<file path="src/rtl/sis_pkg.sv">
// Purpose: Shared constants for the system integrity status block
// Assumes: 8-bit register port, one clock
// Notes:   Offsets are register indexes on the plain register port
package sis_pkg;

  localparam int unsigned ADDR_W = 4;
  localparam int unsigned DATA_W = 8;
  localparam int unsigned EVT_W  = 4;

  // Register offsets
  localparam logic [ADDR_W-1:0] OFS_INTEGRITY  = 4'h0;
  localparam logic [ADDR_W-1:0] OFS_IRQ_STATUS = 4'h1;
  localparam logic [ADDR_W-1:0] OFS_IRQ_MASK   = 4'h2;

  // Integrity register fields
  localparam int unsigned BIT_RSV_LO     = 5;
  localparam int unsigned BIT_WDG_FLAG   = 4;
  localparam int unsigned BIT_PLL_LOCKED = 3;
  localparam int unsigned BIT_LVD_FLAG   = 2;
  localparam int unsigned BIT_SUPPLY     = 1;
  localparam int unsigned BIT_SUPPLY_IE  = 0;

  // Interrupt status and mask fields
  localparam int unsigned EVT_SUPPLY = 0;
  localparam int unsigned EVT_WDG    = 1;
  localparam int unsigned EVT_LVD    = 2;
  localparam int unsigned EVT_PLL    = 3;

  // Reset values
  localparam logic [DATA_W-1:0] RST_BYTE   = 8'h00;
  localparam logic [EVT_W-1:0]  RST_EVT    = 4'h0;
  localparam logic [2:0]        RSV_ZEROES = 3'h0;

endpackage : sis_pkg

</file>
<file path="src/rtl/sis_sync.sv">
// Purpose: Three-stage input synchroniser with agreement filter
// Assumes: Inputs come from outside the core_clk domain
// Notes:   Output changes only when stages two and three agree
module sis_sync #(
  parameter int unsigned WIDTH = 1
) (
  input  wire logic             core_clk,
  input  wire logic             sys_rst,
  input  wire logic [WIDTH-1:0] async_in,
  output logic      [WIDTH-1:0] sync_out
);

  logic [WIDTH-1:0] stage1_reg;
  logic [WIDTH-1:0] stage2_reg;
  logic [WIDTH-1:0] stage3_reg;

  // First stage feeds only the second stage
  always_ff @(posedge core_clk or posedge sys_rst) begin
    if (sys_rst) begin
      stage1_reg <= '0;
      stage2_reg <= '0;
      stage3_reg <= '0;
    end else begin
      stage1_reg <= async_in;
      stage2_reg <= stage1_reg;
      stage3_reg <= stage2_reg;
    end
  end

  // A glitch seen by one stage only never reaches the output
  always_ff @(posedge core_clk or posedge sys_rst) begin
    if (sys_rst) begin
      sync_out <= '0;
    end else begin
      for (int i = 0; i < WIDTH; i++) begin
        if (stage2_reg[i] == stage3_reg[i]) begin
          sync_out[i] <= stage3_reg[i];
        end
      end
    end
  end

endmodule : sis_sync

</file>
<file path="src/rtl/sis_integrity.sv">
// Purpose: System integrity status register with reset cause, lock and supply flags
// Assumes: Reset-cause pulses and isr entry come from core_clk logic; lock and
//          supply levels come from analog blocks and are synchronised here
// Notes:   Read data valid one cycle after the read strobe
//
// The strobed register port and the address map are this design's own decisions.
module sis_integrity (
  input  wire logic                       core_clk,
  input  wire logic                       sys_rst,
  input  wire logic [sis_pkg::ADDR_W-1:0] reg_addr,
  input  wire logic [sis_pkg::DATA_W-1:0] reg_wdata,
  input  wire logic                       reg_wr,
  input  wire logic                       reg_rd,
  output logic      [sis_pkg::DATA_W-1:0] reg_rdata,
  input  wire logic                       wdg_reset_evt,
  input  wire logic                       lvd_reset_evt,
  input  wire logic                       lvd_enabled,
  input  wire logic                       pll_locked_in,
  input  wire logic                       supply_below_in,
  input  wire logic                       isr_enter,
  output logic                            irq
);

  function automatic logic hit(input logic [sis_pkg::ADDR_W-1:0] addr,
                               input logic [sis_pkg::ADDR_W-1:0] ofs);
    hit = (addr == ofs);
  endfunction : hit

  logic                       locked_q;
  logic                       supply_q;
  logic                       supply_prev_reg;
  logic                       wdg_flag_reg;
  logic                       lvd_flag_reg;
  logic                       supply_ie_reg;
  logic [sis_pkg::EVT_W-1:0]  irq_status_reg;
  logic [sis_pkg::EVT_W-1:0]  irq_status_next;
  logic [sis_pkg::EVT_W-1:0]  irq_mask_reg;
  logic                       locked_prev_reg;
  logic [sis_pkg::EVT_W-1:0]  evt;
  logic [sis_pkg::EVT_W-1:0]  clr;
  logic                       wr_integ;
  logic                       rd_integ;
  logic                       wr_status;
  logic                       wr_mask;
  logic                       lvd_evt_ok;
  logic                       supply_rise;
  logic [sis_pkg::DATA_W-1:0] integ_value;

  // Analog levels cross into the core clock here
  sis_sync #(
    .WIDTH (2)
  ) u_sync (
    .core_clk (core_clk),
    .sys_rst  (sys_rst),
    .async_in ({pll_locked_in, supply_below_in}),
    .sync_out ({locked_q, supply_q})
  );

  assign wr_integ    = reg_wr && hit(reg_addr, sis_pkg::OFS_INTEGRITY);
  assign rd_integ    = reg_rd && hit(reg_addr, sis_pkg::OFS_INTEGRITY);
  assign wr_status   = reg_wr && hit(reg_addr, sis_pkg::OFS_IRQ_STATUS);
  assign wr_mask     = reg_wr && hit(reg_addr, sis_pkg::OFS_IRQ_MASK);
  assign lvd_evt_ok  = lvd_reset_evt && lvd_enabled;
  assign supply_rise = supply_q && !supply_prev_reg;

  // Reserved bits always read zero, so software writes there are dropped
  assign integ_value = {sis_pkg::RSV_ZEROES, wdg_flag_reg, locked_q,
                        lvd_flag_reg, supply_q, supply_ie_reg};

  always_ff @(posedge core_clk or posedge sys_rst) begin
    if (sys_rst) begin
      supply_prev_reg <= 1'b0;
      locked_prev_reg <= 1'b0;
    end else begin
      supply_prev_reg <= supply_q;
      locked_prev_reg <= locked_q;
    end
  end

  // Watchdog flag: a low-voltage reset outranks everything so the cause reads stable
  always_ff @(posedge core_clk or posedge sys_rst) begin
    if (sys_rst) begin
      wdg_flag_reg <= 1'b0;
    end else if (lvd_evt_ok) begin
      wdg_flag_reg <= 1'b0;
    end else if (wdg_reset_evt) begin
      wdg_flag_reg <= 1'b1;
    end else if (wr_integ && !reg_wdata[sis_pkg::BIT_WDG_FLAG]) begin
      wdg_flag_reg <= 1'b0;
    end
  end

  // Low-voltage flag: set wins over the read that clears it
  always_ff @(posedge core_clk or posedge sys_rst) begin
    if (sys_rst) begin
      lvd_flag_reg <= 1'b0;
    end else if (lvd_evt_ok) begin
      lvd_flag_reg <= 1'b1;
    end else if (rd_integ || !lvd_enabled) begin
      lvd_flag_reg <= 1'b0;
    end
  end

  always_ff @(posedge core_clk or posedge sys_rst) begin
    if (sys_rst) begin
      supply_ie_reg <= 1'b0;
    end else if (wr_integ) begin
      supply_ie_reg <= reg_wdata[sis_pkg::BIT_SUPPLY_IE];
    end
  end

  // Sticky events; a new event in the clearing cycle is kept
  always_comb begin
    evt = sis_pkg::RST_EVT;
    clr = sis_pkg::RST_EVT;
    evt[sis_pkg::EVT_SUPPLY] = supply_rise && supply_ie_reg;
    evt[sis_pkg::EVT_WDG]    = wdg_reset_evt;
    evt[sis_pkg::EVT_LVD]    = lvd_evt_ok;
    evt[sis_pkg::EVT_PLL]    = locked_q ^ locked_prev_reg;
    if (wr_status) begin
      clr = reg_wdata[sis_pkg::EVT_W-1:0];
    end
    clr[sis_pkg::EVT_SUPPLY] = clr[sis_pkg::EVT_SUPPLY] || isr_enter;
    irq_status_next = (irq_status_reg & ~clr) | evt;
  end

  always_ff @(posedge core_clk or posedge sys_rst) begin
    if (sys_rst) begin
      irq_status_reg <= sis_pkg::RST_EVT;
    end else begin
      irq_status_reg <= irq_status_next;
    end
  end

  always_ff @(posedge core_clk or posedge sys_rst) begin
    if (sys_rst) begin
      irq_mask_reg <= sis_pkg::RST_EVT;
    end else if (wr_mask) begin
      irq_mask_reg <= reg_wdata[sis_pkg::EVT_W-1:0];
    end
  end

  // Registered so the output never glitches; costs one cycle of latency
  always_ff @(posedge core_clk or posedge sys_rst) begin
    if (sys_rst) begin
      irq <= 1'b0;
    end else begin
      irq <= |(irq_status_reg & irq_mask_reg);
    end
  end

  // Unmapped offsets read as zero
  always_ff @(posedge core_clk or posedge sys_rst) begin
    if (sys_rst) begin
      reg_rdata <= sis_pkg::RST_BYTE;
    end else if (reg_rd) begin
      if (hit(reg_addr, sis_pkg::OFS_INTEGRITY)) begin
        reg_rdata <= integ_value;
      end else if (hit(reg_addr, sis_pkg::OFS_IRQ_STATUS)) begin
        reg_rdata <= {{(sis_pkg::DATA_W-sis_pkg::EVT_W){1'b0}}, irq_status_reg};
      end else if (hit(reg_addr, sis_pkg::OFS_IRQ_MASK)) begin
        reg_rdata <= {{(sis_pkg::DATA_W-sis_pkg::EVT_W){1'b0}}, irq_mask_reg};
      end else begin
        reg_rdata <= sis_pkg::RST_BYTE;
      end
    end else begin
      reg_rdata <= sis_pkg::RST_BYTE;
    end
  end
endmodule : sis_integrity

</file>
<file path="config.mk">
export PLATFORM = sky130hd
export DESIGN_NAME = sis_integrity
export DESIGN_NICKNAME = d
export VERILOG_FILES = /design/src/rtl/sis_pkg.sv /design/src/rtl/sis_sync.sv /design/src/rtl/sis_integrity.sv
export SDC_FILE = /design/constraint.sdc
export NUM_CORES = 1
export LEC_CHECK = 0
export BUFFER_PORTS_ARGS = -buffer_cell sky130_fd_sc_hd__buf_2
export CORE_MARGIN = 1.5
export CORE_UTILIZATION = 45
export CTS_CLUSTER_DIAMETER = 100
export DETAILED_ROUTE_END_ITERATION = 12
export PLACE_DENSITY = 0.73
export SLEW_MARGIN = 20
export SYNTH_ARGS = -nofsm -noshare
export SYNTH_HDL_FRONTEND = slang
export SYNTH_SLANG_ARGS = --single-unit
export TNS_END_PERCENT = 5
</file>
<file path="constraint.sdc">
create_clock -name core_clk -period 0.8 [get_ports core_clk]
set_input_delay 0.12 -clock core_clk [delete_from_list [all_inputs] [get_ports core_clk]]
set_output_delay 0.12 -clock core_clk [all_outputs]
set_load 0.01 [all_outputs]
</file>
# Word-level counts from Yosys, hierarchy flattened
# Index checks and enable logic that the tools add are counted.
totals:
  register_bits: 30
  input_bits: 22
  out_inout_bits: 9
  elab_cells: 50
classes:
  n_eq_ne: 4
  muxes: 10
  bitwise_logic: 5
  n_reduce_logical: 17
op_table:
  columns: ["cell", "count"]
  rows:
  - ["4-bit 2-to-1 mux", 3]
  - ["4-bit bitwise AND", 2]
  - ["1-bit logical AND", 8]
  - ["8-bit 2-to-1 mux", 1]
  - ["1-bit 2-to-1 mux", 5]
  - ["5-bit 2-to-1 mux", 1]
  - ["4-bit by 1-bit == test with 1-bit output (second input constant)", 1]
  - ["4-bit by 2-bit == test with 1-bit output (second input constant)", 1]
  - ["4-bit zero test", 1]
  - ["4-bit NOT", 1]
  - ["4-bit OR", 1]
  - ["4-bit OR reduction", 1]
  - ["1-bit zero test", 3]
  - ["3-bit nonzero test", 1]
  - ["1-bit == test", 2]
  - ["1-bit logical OR", 2]
  - ["2-bit nonzero test", 1]
  - ["1-bit bitwise XOR", 1]

# Longest topological paths before layout
# Gate-level depths: netlist of run 1.
depth:
  word_depth: 7
  mapped_depth: 4

# Modules after synthesis
# From an unflattened synthesis of run 1, not the netlist that was laid out.
hier_totals:
  cells_unflattened: 90
  hier_area_um2: 1129.8
by_module_without_submodules:
  columns: ["module", "instances", "cells_per_inst", "area_per_inst_um2", "seq_area_each_um2"]
  rows:
  - ["sis_integrity", 1, 79, 903.4, 475.5]
  - ["sis_sync", 1, 11, 226.5, 200.2]

# Least setup slack after synthesis of run 1
# OpenSTA, ideal clock, no wires.
synth_timing:
  path_type: "input to register"
  from: "input port reg_addr[1] in the netlist's numbering"
  to: "register supply_ie_reg"
  setup_time_ns: 0.125
  arrival_ns: 0.919
  setup_slack_ns: -0.244
  cell_stages: 4
  n_path_buf: 1
  cell_sequence: "buf_6 -> nor4_4 -> nand2_2 -> mux2_4"
synth_via:
  elab_chain_cells: 2
synth_rtl:
  columns: ["element", "line", "rtl"]
  rows:
  - ["start, declared", "sis_integrity.sv:10", "input wire logic [sis_pkg::ADDR_W-1:0] reg_addr,"]
  - ["4-bit zero test", "sis_integrity.sv:26", "hit = (addr == ofs);"]
  - ["1-bit logical AND", "sis_integrity.sv:59", "assign wr_integ = reg_wr && hit(reg_addr, sis_pkg::OFS_INTEGRITY);"]
  - ["end signal, assigned", "sis_integrity.sv:108", "supply_ie_reg <= reg_wdata[sis_pkg::BIT_SUPPLY_IE];"]
  - ["end, declared", "sis_integrity.sv:34", "logic supply_ie_reg;"]
# No other way between the ends.
# A chain may end at the register's enable or synchronous reset.

# Worst setup path in the final report of run 1
layout_timing:
  from: "register reg_rdata[3] in the netlist's numbering"
  to: "output port reg_rdata[3] in the netlist's numbering"
layout_rtl:
  columns: ["element", "line", "rtl"]
  rows:
  - ["start, declared", "sis_integrity.sv:14", "output logic [sis_pkg::DATA_W-1:0] reg_rdata,"]
  - ["start signal, assigned", "sis_integrity.sv:155", "reg_rdata <= sis_pkg::RST_BYTE;"]
  - ["start signal, assigned", "sis_integrity.sv:158", "reg_rdata <= integ_value;"]
  - ["start signal, assigned", "sis_integrity.sv:160", "reg_rdata <= {{(sis_pkg::DATA_W-sis_pkg::EVT_W){1'b0}}, irq_status_reg};"]
# No word-level cell between the ends.

==> results of run 1 <==
-- routing by layer --
metal	track usage [%]	part of all wire (%)
met3	2.542	4.0
met5	0	0
met2	29.17	49
met1	20.00	46
met4	7.692	1.3
-- synthesized netlist by cell type --
library cell	n	area (µm²)
mux2_2	4	45.04
buf_4	3	22.52
nor4_4	1	21.27
buf_2	1	5.000
o21a_1	1	7.510
nand2_2	1	6.260
and2_2	1	7.510
conb_1	1	3.750
a21oi_1	1	5.000
a31oi_1	3	18.77
nand2_1	5	18.77
mux2_4	1	15.01
a311o_1	1	10.01
o21ai_0	4	20.02
nor2_4	1	11.26
nand4b_1	1	8.760
o2111a_1	4	45.04
xnor2_1	1	8.760
and4b_2	1	11.26
and3_2	1	7.510
inv_1	8	30.03
and3b_2	1	10.01
o22ai_1	4	25.02
dfrtp_1	27	675.7
a22oi_1	2	15.01
nor2_1	3	11.26
buf_6	1	11.26
maj3_1	2	20.02
nor2b_1	4	25.02
-- layout make-up --
type | instances | area (µm²) | share of cell area, %
Clock buffer | 3 | 22.52 | 1.600
Clock inverter | 1 | 7.507 | 0.5333
Inverter | 8 | 30.03 | 2.133
Multi-Input combinational cell | 51 | 394.1 | 28.00
Sequential cell | 27 | 675.6 | 48.00
Tap cell | 28 | 35.03 | 2.489
Timing Repair Buffer | 37 | 242.7 | 17.24
-- kinds of logic (layout without fill, tap and decap cells) --
logic type | count (synthesis) | after routing | synth area share [%]
flops | 27 | 27 | 60.20
compound gates | 20 | 20 | 13.04
simple gates | 20 | 20 | 12.38
buf+inv | 13 | 49 | 6.131
mux | 5 | 5 | 5.350
fa+ha+maj | 2 | 2 | 1.784
other cells | 1 | 3 | 0.3341
xor+xnor | 1 | 1 | 0.7805
-- how the worst max path moves through the flow --
stage	from	end	slack (ps)	cells after the start
6_report	reg_rdata[3]	reg_rdata[3]	-170	1
2_1_floorplan	reg_addr[2]	supply_ie_reg	-120	3
5_1_grt	irq	irq	-200	1
3_5_place_dp	reg_addr[2]	supply_ie_reg	-320	4
4_1_cts	reg_rdata[0]	reg_rdata[0]	-180	1
3_3_place_gp	reg_addr[2]	supply_ie_reg	-290	4
-- repair_timing --
item	in CTS	in global routing
hold buffers	5	0
hold endpoints to repair	31	0
gates resized for setup	4	2
endpoints found under the setup margin	15	19
pin swaps	9	1
-- power breakdown --
part           leakage, nW  switching (mW)  internal, mW
clock network       0.0139           0.412         0.192
logic                0.338           0.198         0.237
registers            0.321          0.0896          1.50
total                0.672           0.700          1.93
==> results.yml, run 1 <==
route:
  wl_per_cell_um: 13.86
  drt_first_pass_iters: 3
  ant_nets: 0
  drt_wl_total_um: 2149
  drtIter0Drc: 11
  remaining_drc_errors: 0
  vias_per_cell: 5.129
  vias: 795
placed_design:
  detailedPlace.worstSlack_ps: -321.4
  hpwl_um: 1583
  dp.cells: 146
  placed_area_um2: 1319
  port-buffer-count: 24
  gp_congestion: 0.8559
power:
  p_leak_nw: 0.6725
  vdd_drop_max_v: 0.0009120
  powerDensity_nw_per_um2: 1868
  finalPower_mw: 2.630
floorplan:
  start_util_pct: 49.31
  core_area_um2: 2276
  die_x_um: 52.94
  ios: 31
  core.rowCount: 17
  die-height_um: 52.94
  die-area_um2: 2803
sta:
  slew_violations: 0
  finalSetupTns_ps: -1399
  rsz0062_at_grt: "true"
  finalClockSkew_ps: 8.821
  final_hold_viol_count: 0
  period_minus_slack_ps: 970.4
  finalSetupViolations: 15
  fin_ws_ps: -170.4
  holdWs_ps: 30.19
  fmax_mhz: 1030
  period_share_pct: 121.3
final_layout:
  antenna_cells: 0
  post-route-util_pct: 61.85
  final_common_cell: "dfrtp_1"
  mostFrequentLayoutCells: "dfrtp_1 (27), buf_2 (24), inv_1 (8)"
  drive_gt1_share_pct: 40.16
  final-instance-count-excl-fill: 155
  fill_cells: 184
  area_delta_synth_final_pct: 25.42
  final_nets: 150
  largest_register_ffs: 5
  fin_area_um2: 1408
cts:
  clk-insertion-delay-late_ps: 330
  cts_root_buf: "clkbuf_4"
  clock_sinks: 27
  h-tree-depth: 1
  cts_setup_buffers: 0
  cts_buffer_depth: 2
  clkTransAtPathRegs_ps: 150
  cts_buffers: 3
  cts_tree: "built"
critical_path:
  cp_top_family: "flip-flops"
  slowest_delay_ps: 390
  critPathKind: "reg2out"
  crit_path_end_kind: "output pin"
  reg2reg_from: "u_sync.sync_out[1]"
  r2r_cells: 3
  cp_cell_sequence: "buf_2"
  start_kind: "register"
  crit_buf_inv: 1
  rr_endpoint: "irq_status_reg[3]"
  slowest_stage: "dfrtp_1"
  cp.required_ps: 680
  crit_fanout: 1
  rrSetupSlack_ps: -80
  worst_ep_arrival_time_ps: 850
synth:
  synth_cell_types: 29
  ys_warn_count: 0
  synth_cells: 89
  ys_ff_latch: 27
  avgSynthCellArea_um2: 12.61
  syn_area_um2: 1122
  seq_area_frac_synth_pct: 60.20
worst_hold_path:
  hp-class: "in2reg"
  hold_start: "reg_wdata[3]"
  worstHoldEndpoint: "irq_mask_reg[3]"
  holdPathStages: 2
global_routing:
  grt_pass1_wl_um: 3270
  antenna_found_initial: 0
  grt.total_usage_pct: 16.67
  grt_overflow_total: 0
  first_global_vias: 748
  grt_max_degree: 28
run:
  cap_viol_max_count: 0
run_status:
  status: "finished, violations left"
  violations: "setup timing"
(Power assumes the default switching activity.)
==> inputs of run 2 (changes only) <==
CORE_UTILIZATION = 48   (was 45)
CTS_BUF_LIST = sky130_fd_sc_hd__clkbuf_2   (was not set)
PLACE_DENSITY = 0.77   (was 0.73)
==> results.yml, run 2 (same netlist as run 1, synthesis figures left out) <==
run_status:
  status: "finished, violations left"
  violations: "setup timing"
power:
  p_leak_nw: 0.6873
  powerDensity_nw_per_um2: 1808
  swShare_pct: 26.29
  seqPwrFrac_pct: 62.5
  switchingPower_mw: 0.6703
  combPwrFrac_pct: 17.4
  p_int_mw: 1.880
  finalPower_mw: 2.550
  vdd_drop_max_v: 0.001114
  p_clk_share_pct: 20.1
floorplan:
  core_area_um2: 2212
  ios: 31
  die-height_um: 51.36
  die-area_um2: 2637
  start_util_pct: 50.74
  core.rowCount: 17
  die_x_um: 51.36
worst_hold_path:
  hold_start: "reg_wdata[3]"
  hp-class: "in2reg"
  worstHoldEndpoint: "irq_mask_reg[3]"
  holdPathStages: 2
placed_design:
  placed_area_um2: 1334
  dp.cells: 148
  hpwl_um: 1599
  gp_congestion: 0.8341
  port-buffer-count: 24
sta:
  finalSetupViolations: 15
  fmax_mhz: 989.4
  rsz0062_at_grt: "true"
  period_minus_slack_ps: 1011
  holdWs_ps: 27.59
  final_hold_viol_count: 0
  finalClockSkew_ps: 14.88
  fin_ws_ps: -210.7
  slew_violations: 0
  period_share_pct: 126.3
route:
  ant_nets: 0
  remaining_drc_errors: 0
  vias: 800
  drtIter0Drc: 7
  drt_wl_total_um: 2149
  vias_per_cell: 5.096
  wl_per_cell_um: 13.69
  drt_first_pass_iters: 4
global_routing:
  grt_pass1_wl_um: 3684
  grt.total_usage_pct: 19.07
  first_global_vias: 861
  grt_overflow_total: 0
  antenna_found_initial: 0
  grt_max_degree: 28
cts:
  clk-insertion-delay-late_ps: 340
  cts_tree: "built"
  cts_root_buf: "clkbuf_2"
  clkTransAtPathRegs_ps: 250
  h-tree-depth: 1
  clock_sinks: 27
  cts_buffer_depth: 2
  cts_buffers: 3
  cts_setup_buffers: 0
critical_path:
  slowest_delay_ps: 420
  cp_top_family: "flip-flops"
  rr_endpoint: "irq_status_reg[3]"
  reg2reg_from: "u_sync.sync_out[1]"
  crit_fanout: 1
  cp_cell_sequence: "buf_2"
  slowest_stage: "dfrtp_1"
  worst_ep_arrival_time_ps: 890
  rrSetupSlack_ps: -70
  start_kind: "register"
  r2r_cells: 3
  cp.required_ps: 680
  critPathKind: "reg2out"
  crit_path_end_kind: "output pin"
  crit_buf_inv: 1
final_layout:
  final_common_cell: "dfrtp_1"
  drive_gt1_share_pct: 40.31
  antenna_cells: 0
  final-instance-count-excl-fill: 157
  mostFrequentLayoutCells: "dfrtp_1 (27), buf_2 (24), buf_4 (9)"
  fin_area_um2: 1410
  final_nets: 152
  largest_register_ffs: 5
  area_delta_synth_final_pct: 25.64
run:
  cap_viol_max_count: 0
## run 2: cell types whose count changed in the layout (fill, tap and decap cells not counted), sizes merged
cell | previous run | this run
clkbuf | 3 | 4
clkinvlp | 1 | 0
buf | 32 | 34
## run 2: how the worst max path moves through the flow
| stage | depth (start not counted) | to | startpoint |
|---|---|---|---|
| after floorplan | 3 | supply_ie_reg | reg_addr[2] |
| after global placement | 4 | supply_ie_reg | reg_addr[2] |
| after detailed placement | 5 | lvd_flag_reg | reg_addr[2] |
| after CTS | 1 | reg_rdata[1] | reg_rdata[1] |
| after global routing | 1 | irq | irq |
| final | 1 | reg_rdata[3] | reg_rdata[3] |
## run 2: layout make-up
class	instances	area (µm²)
tap	28	35.03
timing repair buffer	39	257.7
multi-input combinational	51	391.6
sequential	27	675.6
inverter	8	30.03
clock buffer	4	20.02
fill	166	802.0
## run 2: power by group through the flow
stage | clock [mW] | sequential (mW) | combinational, mW
after detailed placement | 0 | 1.62 | 0.418
after global placement | 0 | 1.61 | 0.404
after floorplan | 0 | 1.60 | 0.246
after global routing | 0.566 | 1.62 | 0.499
final | 0.512 | 1.59 | 0.443
after CTS | 0.533 | 1.60 | 0.441
## run 2: layer usage
| layer | GRT usage, % | wire length, µm | vias up |
|---|---|---|---|
| met5 | 0 | 0 | - |
| met2 | 35.28 | 1053 | 21 |
| li1 | - | - | 391 |
| met3 | 2.632 | 91 | 2 |
| met4 | 6.579 | 13 | 0 |
| met1 | 22.50 | 990 | 386 |
## run 2: per-stage QoR
step	setup slack [ps]	util, %	setup TNS (ps)
2_1_floorplan	-117.5	-	-635.1
3_3_place_gp	-253.5	60.29	-3294
3_5_place_dp	-322.6	60.29	-3747
4_1_cts	-237.2	63.57	-1850
5_1_grt	-271.3	63.74	-2587
6_report	-210.7	63.74	-1651
## run 2: what timing repair did
item,CTS,global route
hold buffers,5,0
setup endpoints to repair,16,20
gates resized for setup,4,1
endpoints found under the hold margin,31,0
pin swaps,9,1
==> inputs of run 3 (changes only) <==
SETUP_SLACK_MARGIN = 0.4   (was not set)
==> results.yml, run 3 (same netlist as run 1, synthesis figures left out) <==
floorplan:
  start_util_pct: 50.74
  core.rowCount: 17
  die-height_um: 51.36
  die_x_um: 51.36
  ios: 31
  die-area_um2: 2637
  core_area_um2: 2212
cts:
  h-tree-depth: 1
  clock_sinks: 27
  cts_buffer_depth: 2
  cts_setup_buffers: 0
  cts_tree: "built"
  cts_root_buf: "clkbuf_2"
  clk-insertion-delay-late_ps: 340
  cts_buffers: 3
  clkTransAtPathRegs_ps: 240
route:
  top_layer_used: "met3"
  ant_nets: 0
  vias: 810
  remaining_drc_errors: 0
  route.met3.wl_um: 79
  dr_wl_met2_um: 1097
  drt_first_pass_iters: 4
  vias_per_cell: 5.364
  drt_wl_total_um: 2166
  wl_met1_um: 988
  wl_per_cell_um: 14.34
  drtIter0Drc: 12
sta:
  period_minus_slack_ps: 1003
  finalSetupViolations: 15
  finalSetupTns_ps: -1634
  holdWs_ps: -251.8
  finalClockSkew_ps: 10.67
  final_hold_viol_count: 31
  fmax_mhz: 996.5
  rsz0062_at_grt: "true"
  fin_ws_ps: -203.5
  period_share_pct: 125.4
  slew_violations: 0
placed_design:
  placed_area_um2: 1326
  gp_congestion: 0.8462
  detailedPlace.worstSlack_ps: -303.0
  dp.cells: 147
  port-buffer-count: 24
  hpwl_um: 1583
final_layout:
  final_common_cell: "dfrtp_1"
  fin_area_um2: 1378
  largest_register_ffs: 5
  area_delta_synth_final_pct: 22.74
  fill_cells: 174
  antenna_cells: 0
  drive_gt1_share_pct: 43.90
  final_nets: 146
  final-instance-count-excl-fill: 151
  mostFrequentLayoutCells: "dfrtp_1 (27), buf_2 (22), buf_4 (10)"
power:
  powerDensity_nw_per_um2: 1847
  p_int_mw: 1.875
  swShare_pct: 26.34
  vdd_drop_max_v: 0.001020
  p_leak_nw: 0.6712
  combPwrFrac_pct: 17.4
  seqPwrFrac_pct: 62.7
  p_clk_share_pct: 19.9
  switchingPower_mw: 0.6703
critical_path:
  start_kind: "register"
  crit_buf_inv: 1
  critPathKind: "reg2out"
  rrSetupSlack_ps: -80
  r2r_cells: 3
  slowest_delay_ps: 410
  slowest_stage: "dfrtp_1"
  crit_path_end_kind: "output pin"
  crit_fanout: 1
  cp_top_family: "flip-flops"
  worst_ep_arrival_time_ps: 880
  cp.required_ps: 680
  reg2reg_from: "u_sync.sync_out[1]"
  rr_endpoint: "irq_status_reg[3]"
  cp_cell_sequence: "buf_2"
global_routing:
  grt.total_usage_pct: 18.64
  grt_max_degree: 28
  grt_pass1_wl_um: 3567
  first_global_vias: 824
  antenna_found_initial: 0
  grt_overflow_total: 0
run_status:
  violations: "hold timing, setup timing"
  status: "finished, violations left"
worst_hold_path:
  hp-class: "in2async"
run:
  cap_viol_max_count: 0
-- run 3: cell types whose count changed in the layout (fill, tap and decap cells not counted), sizes merged --
cell and change:
buf -1, dlygate4sd3 -5
-- run 3: what timing repair did --
item,in CTS,in global routing
pin swaps,12,6
resized for setup,7,7
endpoints found under the setup margin,31,31
gates cloned,0,0
endpoints found under the hold margin,34,36
-- run 3: cell type report --
cell class / count / area, µm² / share of cell area, %
clock buffer: 4 / 20.02 / 1.453
timing repair buffer: 33 / 205.2 / 14.90
inverter: 8 / 30.03 / 2.180
multi-input combinational: 51 / 411.6 / 29.88
tap: 28 / 35.03 / 2.543
sequential: 27 / 675.6 / 49.05
-- run 3: how the worst max path moves through the flow --
stage | depth (start not counted) | endpoint | slack, ps | from
6_report | 1 | reg_rdata[0] | -200 | reg_rdata[0]
5_1_grt | 1 | reg_rdata[1] | -280 | reg_rdata[1]
4_1_cts | 1 | reg_rdata[2] | -230 | reg_rdata[2]
3_5_place_dp | 5 | lvd_flag_reg | -300 | reg_addr[2]
3_3_place_gp | 5 | lvd_flag_reg | -250 | reg_addr[2]
2_1_floorplan | 3 | supply_ie_reg | -120 | reg_addr[2]
-- run 3: per-stage QoR --
step / power (mW) / util, % / hold slack [ps]
floorplan: 1.848 / - / 151.4
global placement: 2.010 / 59.95 / 152.3
detailed placement: 2.029 / 59.95 / 159.9
CTS: 2.546 / 61.09 / -262.6
global route: 2.691 / 62.27 / -267.1
finish: 2.545 / 62.27 / -251.8
-- run 3: power by group through the flow --
stage	sequential (mW)	combinational, mW	clock [mW]
2_1_floorplan	1.60	0.246	0
3_3_place_gp	1.61	0.399	0
3_5_place_dp	1.62	0.411	0
4_1_cts	1.59	0.420	0.533
5_1_grt	1.61	0.493	0.584
6_report	1.60	0.442	0.506
-- run 3: metal layers --
metal / GRT usage (%) / vias up
met5: 0 / -
met1: 22.54 / 412
met4: 5.263 / 0
met3: 3.509 / 0
li1: - / 375
met2: 33.77 / 23
-- run 3: worst reg2reg max path: cells and delay by family, from the launching register on --
kind                      cells  cell delay, ps
AOI/OAI and AO/OA             2             180
DFF                           1             470
xor gates and xnor gates      1             160
